### config.mk
export PLATFORM = sky130hd
export DESIGN_NAME = lrx_rx_port
export DESIGN_NICKNAME = d
export VERILOG_FILES = /design/src/include/lrx_pkg.sv /design/src/hw/lrx_sync.sv /design/src/hw/lrx_rx_port.sv
export VERILOG_INCLUDE_DIRS = /design/src /design/src/include
export SDC_FILE = /design/constraint.sdc
export NUM_CORES = 1
export LEC_CHECK = 0
export BUFFER_PORTS_ARGS = -buffer_cell sky130_fd_sc_hd__buf_2
export CAP_MARGIN = 15
export CORE_ASPECT_RATIO = 0.75
export CORE_MARGIN = 2
export CORE_UTILIZATION = 40
export DETAILED_ROUTE_END_ITERATION = 16
export PLACE_DENSITY = 0.74
export SYNTH_ARGS = -nofsm -noshare
export SYNTH_HDL_FRONTEND = slang
export SYNTH_SLANG_ARGS = --single-unit
### constraint.sdc
create_clock -name REF_CLK -period 1.5 [get_ports REF_CLK]
set_input_delay 0.15 -clock REF_CLK [delete_from_list [all_inputs] [get_ports REF_CLK]]
set_output_delay 0.15 -clock REF_CLK [all_outputs]
set_load 0.03 [all_outputs]
### src/include/lrx_defines.svh
// Register offsets, field positions, reset values and timing for lrx
`ifndef LRX_DEFINES_SVH
`define LRX_DEFINES_SVH

// Register port geometry
`define LRX_ADDR_W        8
`define LRX_DATA_W        32

// Register offsets (byte addresses)
`define LRX_OFF_CTRL      8'h00
`define LRX_OFF_STATUS    8'h04
`define LRX_OFF_MASK      8'h08
`define LRX_OFF_EFFECT    8'h0c

// Control register fields (used in host mode only)
`define LRX_CTRL_RX_EN    0
`define LRX_CTRL_EQ_EN    1
`define LRX_CTRL_CLK_INV  2
`define LRX_CTRL_SINGLE   3
`define LRX_CTRL_W        4
`define LRX_CTRL_RESET    4'h1

// Status and mask fields
`define LRX_EVT_POS       0
`define LRX_EVT_NEG       1
`define LRX_EVT_VIOL      2
`define LRX_EVT_W         3
`define LRX_MASK_RESET    3'h0

// Effective-setting readback width
`define LRX_EFF_W         8

// Timing of the clocks involved
`define LRX_REF_PERIOD_NS 50
`define LRX_LINK_PERIOD_NS 400
`define LRX_SYNC_STAGES   2

`endif

### src/include/lrx_pkg.sv
// Types shared by the lrx receive output and strap control block
package lrx_pkg;

	// Line rate selection, Gray coded
	typedef enum logic [1:0] {
		LRX_RATE_E3   = 2'h0,
		LRX_RATE_DS3  = 2'h1,
		LRX_RATE_STS1 = 2'h3
	} lrx_rate_t;

	// All pin inputs that cross into the reference clock domain
	typedef struct packed {
		logic       host;      // Host (1) or hardware (0) pin functions
		logic [1:0] rate;      // Line rate straps
		logic       bypass;    // Build-out bypass strap
		logic       rx_on;     // Receiver on, or host serial data in
		logic       eq;        // Equalizer enable strap
		logic       inv;       // Clock invert, or host chip select
		logic       single;    // Single rail strap
		logic       lclk;      // Recovered line clock
		logic       pos;       // Positive pulse detected
		logic       neg;       // Negative pulse detected
		logic       viol;      // Line code violation detected
	} lrx_pins_t;

	// Effective receive configuration after mode muxing
	typedef struct packed {
		logic rx_en;
		logic eq_en;
		logic clk_inv;
		logic single;
	} lrx_cfg_t;

endpackage : lrx_pkg

### src/hw/lrx_sync.sv
// Two-flop synchroniser for the pin inputs of lrx
`timescale 1ns/1ps
module lrx_sync #(
	parameter int W = 12
) (
	input  wire logic         clk,  // Reference clock
	input  wire logic [W-1:0] d,    // Asynchronous pin levels
	output logic      [W-1:0] q     // Synchronised levels
);

	logic [W-1:0] meta;
	logic [W-1:0] next_meta;
	logic [W-1:0] next_q;

	// Plain shift; no reset so straps settle while reset is held
	always_comb begin
		next_meta = d;
		next_q    = meta;
	end

	// First stage feeds only the second stage
	always_ff @(posedge clk) begin
		meta <= next_meta;
		q    <= next_q;
	end

endmodule : lrx_sync

### src/hw/lrx_rx_port.sv
// Receive output port and pin-strap control of the line interface
//
// Chosen here: the address map and the plain strobed port.
`timescale 1ns/1ps
`include "lrx_defines.svh"

////////////////////////////////////////////////////////////////////////////
module lrx_rx_port
	import lrx_pkg::*;
(
	input  wire logic                   REF_CLK,        // 20 MHz clock
	input  wire logic                   RST,            // Sync reset, high
	input  wire logic                   HOST_MODE,      // Mode strap
	input  wire logic [1:0]             RATE_SEL,       // Rate straps
	input  wire logic                   LINE_BUILDOUT_BYPASS, // Strap
	input  wire logic                   RECEIVER_ON,    // Rx on / data
	input  wire logic                   RX_EQUALIZER_ENABLE, // Eq strap
	input  wire logic                   RX_CLOCK_INVERT, // Inv / select
	input  wire logic                   SINGLE_RAIL_SEL, // Rail strap
	input  wire logic                   LINE_CLOCK,     // Recovered clock
	input  wire logic                   LINE_POS,       // Positive pulse
	input  wire logic                   LINE_NEG,       // Negative pulse
	input  wire logic                   LINE_CODE_VIOLATION, // Violation
	input  wire logic [`LRX_ADDR_W-1:0] ADDR,           // Register address
	input  wire logic [`LRX_DATA_W-1:0] WDATA,          // Write data
	input  wire logic                   WR,             // Write strobe
	input  wire logic                   RD,             // Read strobe
	output logic      [`LRX_DATA_W-1:0] RDATA,          // Read data
	output logic                        BUILDOUT_ENABLE, // Build-out on
	output logic                        EQUALIZER_ACTIVE, // Eq in path
	output logic                        RECEIVER_ENABLE, // Receiver on
	output logic                        RECOVERED_CLOCK_OUT, // Rx clock
	output logic                        RX_POSITIVE_DATA, // Rx pos data
	output logic                        RX_NEGATIVE_DATA, // Rx neg data
	output logic                        HOST_SERIAL_IN, // Host data in
	output logic                        HOST_CHIP_SELECT, // Host select
	output logic                        IRQ             // Interrupt
);

	////////////////////////////////////////////////////////////////////
	// Functions

	// Build-out strap only has meaning at DS3 or STS-1 rate
	function automatic logic rate_uses_buildout(input logic [1:0] r);
		rate_uses_buildout = (r == LRX_RATE_DS3) || (r == LRX_RATE_STS1);
	endfunction : rate_uses_buildout

	// Register read decode; unmapped offsets read as zero
	function automatic logic [`LRX_DATA_W-1:0] read_word(
		input logic [`LRX_ADDR_W-1:0] a,
		input logic [`LRX_CTRL_W-1:0] c,
		input logic [`LRX_EVT_W-1:0]  s,
		input logic [`LRX_EVT_W-1:0]  m,
		input logic [`LRX_EFF_W-1:0]  e
	);
		read_word = '0;
		case (a)
			`LRX_OFF_CTRL:   read_word[`LRX_CTRL_W-1:0] = c;
			`LRX_OFF_STATUS: read_word[`LRX_EVT_W-1:0]  = s;
			`LRX_OFF_MASK:   read_word[`LRX_EVT_W-1:0]  = m;
			`LRX_OFF_EFFECT: read_word[`LRX_EFF_W-1:0]  = e;
			default:         read_word = '0;
		endcase
	endfunction : read_word

	////////////////////////////////////////////////////////////////////
	// Pin synchronisation

	lrx_pins_t pins_raw;
	lrx_pins_t s;

	// Gather every asynchronous pin into one carrier
	always_comb begin
		pins_raw.host   = HOST_MODE;
		pins_raw.rate   = RATE_SEL;
		pins_raw.bypass = LINE_BUILDOUT_BYPASS;
		pins_raw.rx_on  = RECEIVER_ON;
		pins_raw.eq     = RX_EQUALIZER_ENABLE;
		pins_raw.inv    = RX_CLOCK_INVERT;
		pins_raw.single = SINGLE_RAIL_SEL;
		pins_raw.lclk   = LINE_CLOCK;
		pins_raw.pos    = LINE_POS;
		pins_raw.neg    = LINE_NEG;
		pins_raw.viol   = LINE_CODE_VIOLATION;
	end

	lrx_sync #(
		.W ($bits(lrx_pins_t))
	) u_sync (
		.clk (REF_CLK),
		.d   (pins_raw),
		.q   (s)
	);

	////////////////////////////////////////////////////////////////////
	// Static mode selection

	logic       host_mode;
	logic [1:0] rate;
	logic       rst_q;
	logic       next_host_mode;
	logic [1:0] next_rate;
	logic       next_rst_q;

	// Caught while reset is held, frozen afterwards so pins never flip
	always_comb begin
		next_host_mode = RST ? s.host : host_mode;
		next_rate      = RST ? s.rate : rate;
		next_rst_q     = RST;
	end

	always_ff @(posedge REF_CLK) begin
		host_mode <= next_host_mode;
		rate      <= next_rate;
		rst_q     <= next_rst_q;
	end

	////////////////////////////////////////////////////////////////////
	// Registers and interrupt

	logic [`LRX_CTRL_W-1:0] ctrl;
	logic [`LRX_EVT_W-1:0]  status;
	logic [`LRX_EVT_W-1:0]  mask;
	logic [`LRX_CTRL_W-1:0] next_ctrl;
	logic [`LRX_EVT_W-1:0]  next_status;
	logic [`LRX_EVT_W-1:0]  next_mask;
	logic [`LRX_DATA_W-1:0] next_rdata;
	logic                   next_irq;
	logic [`LRX_EVT_W-1:0]  evt;
	logic [`LRX_EFF_W-1:0]  eff_word;
	lrx_cfg_t               cfg;
	logic                   next_buildout;

	// Write decode, sticky events; a new event beats a same-cycle clear
	always_comb begin
		next_ctrl   = ctrl;
		next_mask   = mask;
		next_status = status;
		if (WR && ADDR == `LRX_OFF_CTRL)
			next_ctrl = WDATA[`LRX_CTRL_W-1:0];
		if (WR && ADDR == `LRX_OFF_MASK)
			next_mask = WDATA[`LRX_EVT_W-1:0];
		if (WR && ADDR == `LRX_OFF_STATUS)
			next_status = status & ~WDATA[`LRX_EVT_W-1:0];
		next_status = next_status | evt;
		next_irq    = |(next_status & next_mask);
		next_rdata  = RD ? read_word(ADDR, ctrl, status, mask, eff_word)
		                 : '0;
		if (RST) begin
			next_ctrl   = `LRX_CTRL_RESET;
			next_mask   = `LRX_MASK_RESET;
			next_status = '0;
			next_irq    = 1'b0;
			next_rdata  = '0;
		end
	end

	always_ff @(posedge REF_CLK) begin
		ctrl   <= next_ctrl;
		mask   <= next_mask;
		status <= next_status;
		IRQ    <= next_irq;
		RDATA  <= next_rdata;
	end

	////////////////////////////////////////////////////////////////////
	// Shared pin muxing and line-side controls

	logic next_eq;
	logic next_rx_en;
	logic next_sdata;
	logic next_select;

	// Host mode takes settings from the control register, not pins
	always_comb begin
		cfg.rx_en   = host_mode ? ctrl[`LRX_CTRL_RX_EN]
		                        : s.rx_on;
		cfg.eq_en   = host_mode ? ctrl[`LRX_CTRL_EQ_EN]
		                        : s.eq;
		cfg.clk_inv = host_mode ? ctrl[`LRX_CTRL_CLK_INV]
		                        : s.inv;
		cfg.single  = host_mode ? ctrl[`LRX_CTRL_SINGLE] : s.single;
		// Bypass only when strapped in hardware mode at DS3 or STS-1
		next_buildout = !(!host_mode && rate_uses_buildout(rate)
		                  && s.bypass);
		next_eq     = cfg.eq_en;
		next_rx_en  = cfg.rx_en;
		next_sdata  = host_mode & s.rx_on;
		next_select = host_mode & s.inv;
		eff_word    = {host_mode, rate, BUILDOUT_ENABLE, cfg.single,
		               cfg.clk_inv, cfg.eq_en, cfg.rx_en};
		if (RST) begin
			next_buildout = 1'b1;
			next_eq       = 1'b0;
			next_rx_en    = 1'b0;
			next_sdata    = 1'b0;
			next_select   = 1'b0;
		end
	end

	always_ff @(posedge REF_CLK) begin
		BUILDOUT_ENABLE  <= next_buildout;
		EQUALIZER_ACTIVE <= next_eq;
		RECEIVER_ENABLE  <= next_rx_en;
		HOST_SERIAL_IN   <= next_sdata;
		HOST_CHIP_SELECT <= next_select;
	end

	////////////////////////////////////////////////////////////////////
	// Receive clock and data output

	logic lclk_q;
	logic line_rise;
	logic next_lclk_q;
	logic next_clk_out;
	logic next_pos;
	logic next_neg;

	// Data change on the line clock's rising edge; inverting the clock
	// out then places that change on its falling edge, as asked
	always_comb begin
		line_rise    = s.lclk & ~lclk_q;
		next_lclk_q  = s.lclk;
		next_clk_out = cfg.rx_en & (s.lclk ^ cfg.clk_inv);
		next_pos     = RX_POSITIVE_DATA;
		next_neg     = RX_NEGATIVE_DATA;
		evt          = '0;
		if (line_rise) begin
			next_pos = cfg.rx_en & s.pos;
			next_neg = cfg.rx_en & (cfg.single ? s.viol
			                                   : s.neg);
			evt[`LRX_EVT_POS]  = cfg.rx_en & s.pos;
			evt[`LRX_EVT_NEG]  = cfg.rx_en & ~cfg.single & s.neg;
			evt[`LRX_EVT_VIOL] = cfg.rx_en & cfg.single & s.viol;
		end
		if (!cfg.rx_en) begin
			next_pos = 1'b0;
			next_neg = 1'b0;
		end
		if (RST) begin
			next_lclk_q  = 1'b0;
			next_clk_out = 1'b0;
			next_pos     = 1'b0;
			next_neg     = 1'b0;
			evt          = '0;
		end
	end

	always_ff @(posedge REF_CLK) begin
		lclk_q              <= next_lclk_q;
		RECOVERED_CLOCK_OUT <= next_clk_out;
		RX_POSITIVE_DATA    <= next_pos;
		RX_NEGATIVE_DATA    <= next_neg;
	end
endmodule : lrx_rx_port

==> metrics.txt, run 1 <==
outcome=complete, but fails checks; failing checks=negative setup slack; Final Max Tran Viols=0; FMAX=between 0.6 and 0.7 GHz; vias in the first global route=between 1,000 and 1,500; CORE AREA=about 4800 um2; Avg Vias per Cell=~4.4; Root Buffer=clkbuf_8; Post-Syn Instances=between 150 and 200; ANT cells=0; path type of the worst min-delay path=in2reg; RSZ-0062 raised after global routing=true; count of different cell masters after synthesis=38; GR Overflow Total=0; Post-synth ARST share=0%; max incr delay on CP=0.58 ns; YS warnings=0; maxcap violations=0; nets@finish=306; worst path bufs/invs=0; Area after DPL=roughly 2300 um2; EDFF count, synth=3; startpoint types=flop; TritonCTS Buffers=5; register area=about 1100 um2; fillers=approximately 430; First-pass DRT Iterations=4; post-DP HPWL=about 2.8 mm; crit path max fanout=5; I/O pin count=97; IO buf count=between 40 and 50; final setup violation count=2; initial antenna violation count=0; largest net degree at the start of global routing=19; register bit count reported by yosys=55; min Tclk post-route=around 1.6 ns; Clock Latency Late Sink=approximately 0.30 ns; Die Y=approximately 65 um; CP Data Arrival Time=about 1.8 ns; number of cell rows=22; share of cells above drive strength 1=between 30% and 40%; cells along the critical path=mux2i_1 -> or4b_4 -> a21oi_4 -> a221o_1; Synth Area per Inst=11.4 um2; Clock Pin Slew Worst Setup and Hold Paths=about 0.10 ns; Crit Path Class=reg2reg; final worst slack=-0.0779 ns; Antenna Nets Post-Route=0; pwr dens=~1100 nW/um2; maximum VDD drop=566 uV; Leak=between 1 and 1.5 nW; Main synth FF type=dfxtp_1; Layout area overhead=31.3%; chip width=84.9 um; CTS tree=yes; Final Hold Viols=0; first-pass GRT wire length=between 6 and 7 mm; delay-heaviest family, CP=simple AND/OR/NAND/NOR gates; Max clock buf depth=2; Routed WL per cell=around 12 um; Multi-input gate area=roughly 750 um2; Syn Std Cell Area=1960 um2; clock sink count=55; CP endpoint kind=flop; H-Tree Depth=2; TNS Setup=-0.120 ns; Initial Util=40.8%; post-route cell area=between 2000 and 3000 um2; CP required=1.75 ns; die area=about 5500 um2; RePlAce Congestion=~0.86; Final Cycle Share=105%; drt drc=0; Final Skew=0.00812 ns; Via Count=1,383; DR iter-0 viols=58; sequential element share of the synthesized area=between 50% and 60%; Slowest cell on crit path=or4b_4; wirelength, routed=3.74 mm; Total GRT Usage=approximately 14%
synth_stat cells (2+ instances only):
master | instances | area, um2
dfxtp_1 | 52 | 1040
buf_4 | 24 | 180
nor2_1 | 14 | 52.6
mux2i_1 | 8 | 80.1
nor2b_1 | 7 | 43.8
a21oi_1 | 5 | 25.0
a221oi_1 | 4 | 35.0
and2_1 | 4 | 25.0
inv_1 | 4 | 15.0
mux2_2 | 4 | 45.0
nand2_1 | 4 | 15.0
nand4_1 | 4 | 25.0
and3b_1 | 3 | 26.3
edfxtp_1 | 3 | 90.1
nand2b_1 | 3 | 18.8
nand3_1 | 3 | 15.0
buf_2 | 2 | 10.0
clkbuf_1 | 2 | 7.51
nand4b_1 | 2 | 17.5
nor3b_1 | 2 | 15.0
o31ai_1 | 2 | 15.0
where the power goes:
part	internal [W]	switching (W)	total (W)
sequential	0.00153	0.0000209	0.00155
clock	0.000510	0.000457	0.000967
combinational	0.000118	0.000191	0.000309
total	0.00215	0.000669	0.00282
state kept, by name (all words and copies together), names as in the netlist, 2 cells and up:
register and count:
u_sync.meta 12, RDATA 8, ctrl 4, mask 3, status 3, u_sync.q 12, rate 2
repair_timing:
action | 4_1_cts | 5_1_grt
hold buffers | 12 | 0
pin swaps | 2 | 5
setup endpoints to repair | 2 | 7
hold endpoints to repair | 12 | 0
resized for setup | 2 | 6
setup buffers | 1 | 1
cell families (layout without fill, tap and decap cells):
logic type,after synthesis,in the layout,share of synthesized area (%)
buf+inv,33,88,11.0
simple gates,53,53,16.3
mux,12,12,6.37
compound gates,19,19,8.53
flops,55,55,57.6
other cells,1,24,0.191
path summary, 6_finish.rpt:
kind                       start          end  slack [ns]  cells after the start
setup / recovery       host_mode          IRQ       -0.08                      4
hold / removal          WDATA[3]      ctrl[3]         0.1                      3
setup reg to reg       host_mode          IRQ       -0.08                      4
hold reg to reg   u_sync.meta[3]  u_sync.q[3]        0.33                      0
cells in the final DEF, fill, tap and decap left out, types with 2 or more instances in the layout:
cell type      count
a21oi_1            5
a221oi_2           2
and2_1             4
and3b_1            3
buf_2             44
buf_4             20
clkbuf_8           5
conb_1            24
dfxtp_1           52
dlygate4sd3_1     12
edfxtp_1           3
inv_1              4
mux2_2             3
mux2i_1            8
nand2_1            4
nand2b_1           3
nand3_1            3
nand4_1            4
nand4b_1           2
nor2_1            14
nor2b_1            7
o31ai_1            2
layout make-up:
cell class                 instances  area share, %
sequential                        55           43.9
multi-input combinational        108           29.2
timing repair buffer              76           19.0
tap                               60           2.91
clock buffer                       6           2.81
clock inverter                     2           1.60
inverter                           4          0.582
tightest hold or removal path, stage by stage:
cell     delay (ns)
buf_2          0.07
mux2i_1        0.05
nor2_1         0.09
stage by stage:
stage | std cells | setup WS (ns) | hold WS, ns | total power [W] | util [%]
after floorplan | 196 | -0.0579 | 0.178 | 0.00180 | -
after global placement | 290 | -0.208 | 0.252 | 0.00185 | 47.5
after detailed placement | 290 | -0.291 | 0.254 | 0.00185 | 47.5
after CTS | 311 | -0.0817 | 0.0878 | 0.00284 | 52.7
after global routing | 311 | -0.173 | 0.106 | 0.00295 | 53.5
final | 311 | -0.0779 | 0.0991 | 0.00282 | 53.5
metal layers:
layer | global-route usage (%) | up-vias | part of all wire, %
met5 | 0 | - | 0
met4 | 4.37 | 0 | 0.21
met3 | 5.22 | 2 | 5.6
met1 | 19.4 | 646 | 49
met2 | 21.6 | 33 | 45
li1 | - | 702 | -
Power figures use the tool's default switching activity.
==> run 2, diff against run 1 <==
--- a/config.mk
+++ b/config.mk
@@ -6,13 +6,14 @@
 export SDC_FILE = /design/constraint.sdc
 export NUM_CORES = 1
 export LEC_CHECK = 0
-export BUFFER_PORTS_ARGS = -buffer_cell sky130_fd_sc_hd__buf_2
+export ABC_AREA = 1
 export CAP_MARGIN = 15
 export CORE_ASPECT_RATIO = 0.75
 export CORE_MARGIN = 2
-export CORE_UTILIZATION = 40
+export CORE_UTILIZATION = 55
 export DETAILED_ROUTE_END_ITERATION = 16
-export PLACE_DENSITY = 0.74
+export DONT_BUFFER_PORTS = 1
+export PLACE_DENSITY = 0.73
 export SYNTH_ARGS = -nofsm -noshare
 export SYNTH_HDL_FRONTEND = slang
 export SYNTH_SLANG_ARGS = --single-unit
==> run 2 against run 1 <==
Against the previous run:
- the run now ends clean
- cell count shrank 3.5%
- die area shrank 24%
- clock skew shrank 0.0045 ns
- sequential share of layout area grew 6.3 points
- critical endpoint is now RDATA[2]
- largest power group unchanged
==> metrics.txt, run 2 <==
Antenna Nets Post-Route=0; path type of the worst min-delay path=in2reg; die area=~4200 um2; startpoint types=flop; Worst-Margin Slew=roughly 0.56 ns; area share of the largest cell type after synthesis=between 50 and 60%; initial antenna violation count=0; Final Max Tran Viols=0; CP required=between 1.5 and 2 ns; maxcap violations=0; number of cell rows=19; Final Hold Viols=0; Pwr Total=roughly 0.0026 W; ANT cells=0; Crit Path Class=reg2reg; Initial Util=56.6%; Total GRT Usage=18.2%; top flop regs=u_sync.meta: 12 flops, u_sync.q: 12 flops, RDATA: 8 flops; Synth Area per Inst=around 9 um2; Post-synth ARST share=0%; TNS Setup=0 ns; CORE AREA=between 3000 and 4000 um2; most common cell in the netlist=dfxtp_1; EDFF count, synth=3; Syn Std Cell Area=around 2000 um2; postcts setup bufs=0; min-delay src=WR; final setup violation count=0; outcome=completed; Avg Vias per Cell=about 4.5; Max clock buf depth=2; First-pass DRT Iterations=4; Via Count=roughly 1,300; top post-synthesis cells by area=dfxtp_1 51%, buf_4 8.9%, nand2_1 7.4%, edfxtp_1 4.4%, nand3_1 4.2%; pwr dens=~1100 nW/um2; FMAX=0.764 GHz; drt drc=0; max incr delay on CP=approximately 0.52 ns; CP endpoint kind=flop; Slew headroom=approximately 62%; maximum VDD drop=about 1100 uV; largest net degree at the start of global routing=19; Leak=roughly 1.0 nW; Critical Path Start=host_mode; Hold WS=approximately 0.022 ns; CP Data Arrival Time=approximately 1.6 ns; Layout area overhead=11.1%; TritonCTS Buffers=5; count of different cell masters after synthesis=28; YS warnings=0; RSZ-0062 raised after global routing=false; Area after DPL=roughly 2000 um2; cells along the critical path=o21ai_0 -> nand2_1 -> a21oi_1; post-DP HPWL=2.40 mm; Clock Pin Slew Worst Setup and Hold Paths=around 0.090 ns; most frequent cells in the layout=52 x dfxtp_1, 40 x nand2_1, 24 x conb_1, 22 x nor2_1, 21 x inv_1; nets@finish=303; sequential element share of the synthesized area=a little under three fifths; Root Buffer=clkbuf_8; Synth area leader=dfxtp_1; min Tclk post-route=1.31 ns; Routed WL per cell=11.3 um; Main synth FF type=dfxtp_1; DR iter-0 viols=35; Slowest cell on crit path=edfxtp_1; Final Skew=around 0.0036 ns; H-Tree Depth=2; vias in the first global route=roughly 1,200; Post-Syn Instances=~230; IO buf count=0; RePlAce Congestion=0.873; register bit count reported by yosys=55; first-pass GRT wire length=approximately 5.6 mm; most common cell after layout, fill and taps aside=dfxtp_1; I/O pin count=97; delay-heaviest family, CP=compound AO/OA/AOI/OAI gates; Final Util=between 60% and 70%; Synth top cells by count=52 x dfxtp_1, 40 x nand2_1, 24 x buf_4, 22 x nor2_1, 21 x inv_1; crit path max fanout=8; GR Overflow Total=0; Final Cycle Share=87.3%; Die Y=approximately 57 um; Clock Latency Late Sink=0.30 ns; share of cells above drive strength 1=a little over a tenth; clock sink count=between 50 and 60; worst path bufs/invs=0; chip width=around 74 um; wirelength, routed=between 3 and 4 mm; CTS tree=yes; r2r startpoint=host_mode; post-route cell area=~2300 um2
[run 2: cell count changes in the layout (fill, tap and decap cells not counted), moves of 4 or more]
cell           previous run  this run
a21oi_1                   5         9
and2_1                    4         0
buf_2                    44         0
buf_4                    20         1
dlygate4sd3_1            12        17
inv_1                     4        21
inv_2                     0         4
mux2i_1                   8         0
nand2_1                   4        40
nand3_1                   3        17
nor2_1                   14        22
nor2_2                    0         5
nor2b_1                   7         0
o21ai_0                   1         5
[run 2: cells by family (layout without fill, tap and decap cells)]
| family | count (synthesis) | in the layout | share of synthesized area, % |
|---|---|---|---|
| flops | 55 | 55 | 55.7 |
| compound gates | 19 | 19 | 5.11 |
| xor+xnor | 1 | 1 | 0.431 |
| other cells | 1 | 24 | 0.185 |
| simple gates | 98 | 98 | 24.4 |
| buf+inv | 52 | 51 | 14.2 |
[run 2: power by group]
group | internal, W | total (W) | leakage, nW | switching [W]
Clock | 0.000339 | 0.000804 | 0.0458 | 0.000465
Combinational | 0.0000569 | 0.000204 | 0.535 | 0.000147
Sequential | 0.00153 | 0.00156 | 0.459 | 0.0000384
[run 2: worst register-to-register path, cell delays in order, from the launching register on]
cell and delay, ns:
edfxtp_1 0.52, o21ai_0 0.46, nand2_1 0.11, a21oi_1 0.15
[run 2: routing by layer]
layer	wire length (um)	vias up	global-route usage [%]
met2	1480	52	27.2
met4	65	0	7.27
met3	334	6	8.80
met5	0	-	0
li1	-	703	-
met1	1520	577	22.6
[run 2: worst paths after layout]
kind	slack, ns	endpoint	cells past startpoint
max	0.19	RDATA[2]	3
min	0.02	mask[0]	2
min reg2reg	0.33	u_sync.q[4]	0
max reg2reg	0.19	RDATA[2]	3
[run 2: area by class of cell]
cell class,count,area [um2]
timing repair buffer,18,178
clock inverter,2,17.5
multi-input combinational,142,698
tap,52,65.1
sequential,55,1130
inverter,25,93.8
fill,320,1330
clock buffer,6,72.6
[run 2: through the flow]
stage	instances	setup WS, ns
6_report	300	0.191
4_1_cts	300	0.178
3_5_place_dp	275	0.207
2_1_floorplan	249	0.400
5_1_grt	300	0.0224
3_3_place_gp	275	0.210
[run 2: what timing repair did]
| action | CTS | global route |
|---|---|---|
| hold buffers | 17 | 0 |
| hold endpoints to repair | 32 | 0 |
| gates resized for setup | 0 | 0 |
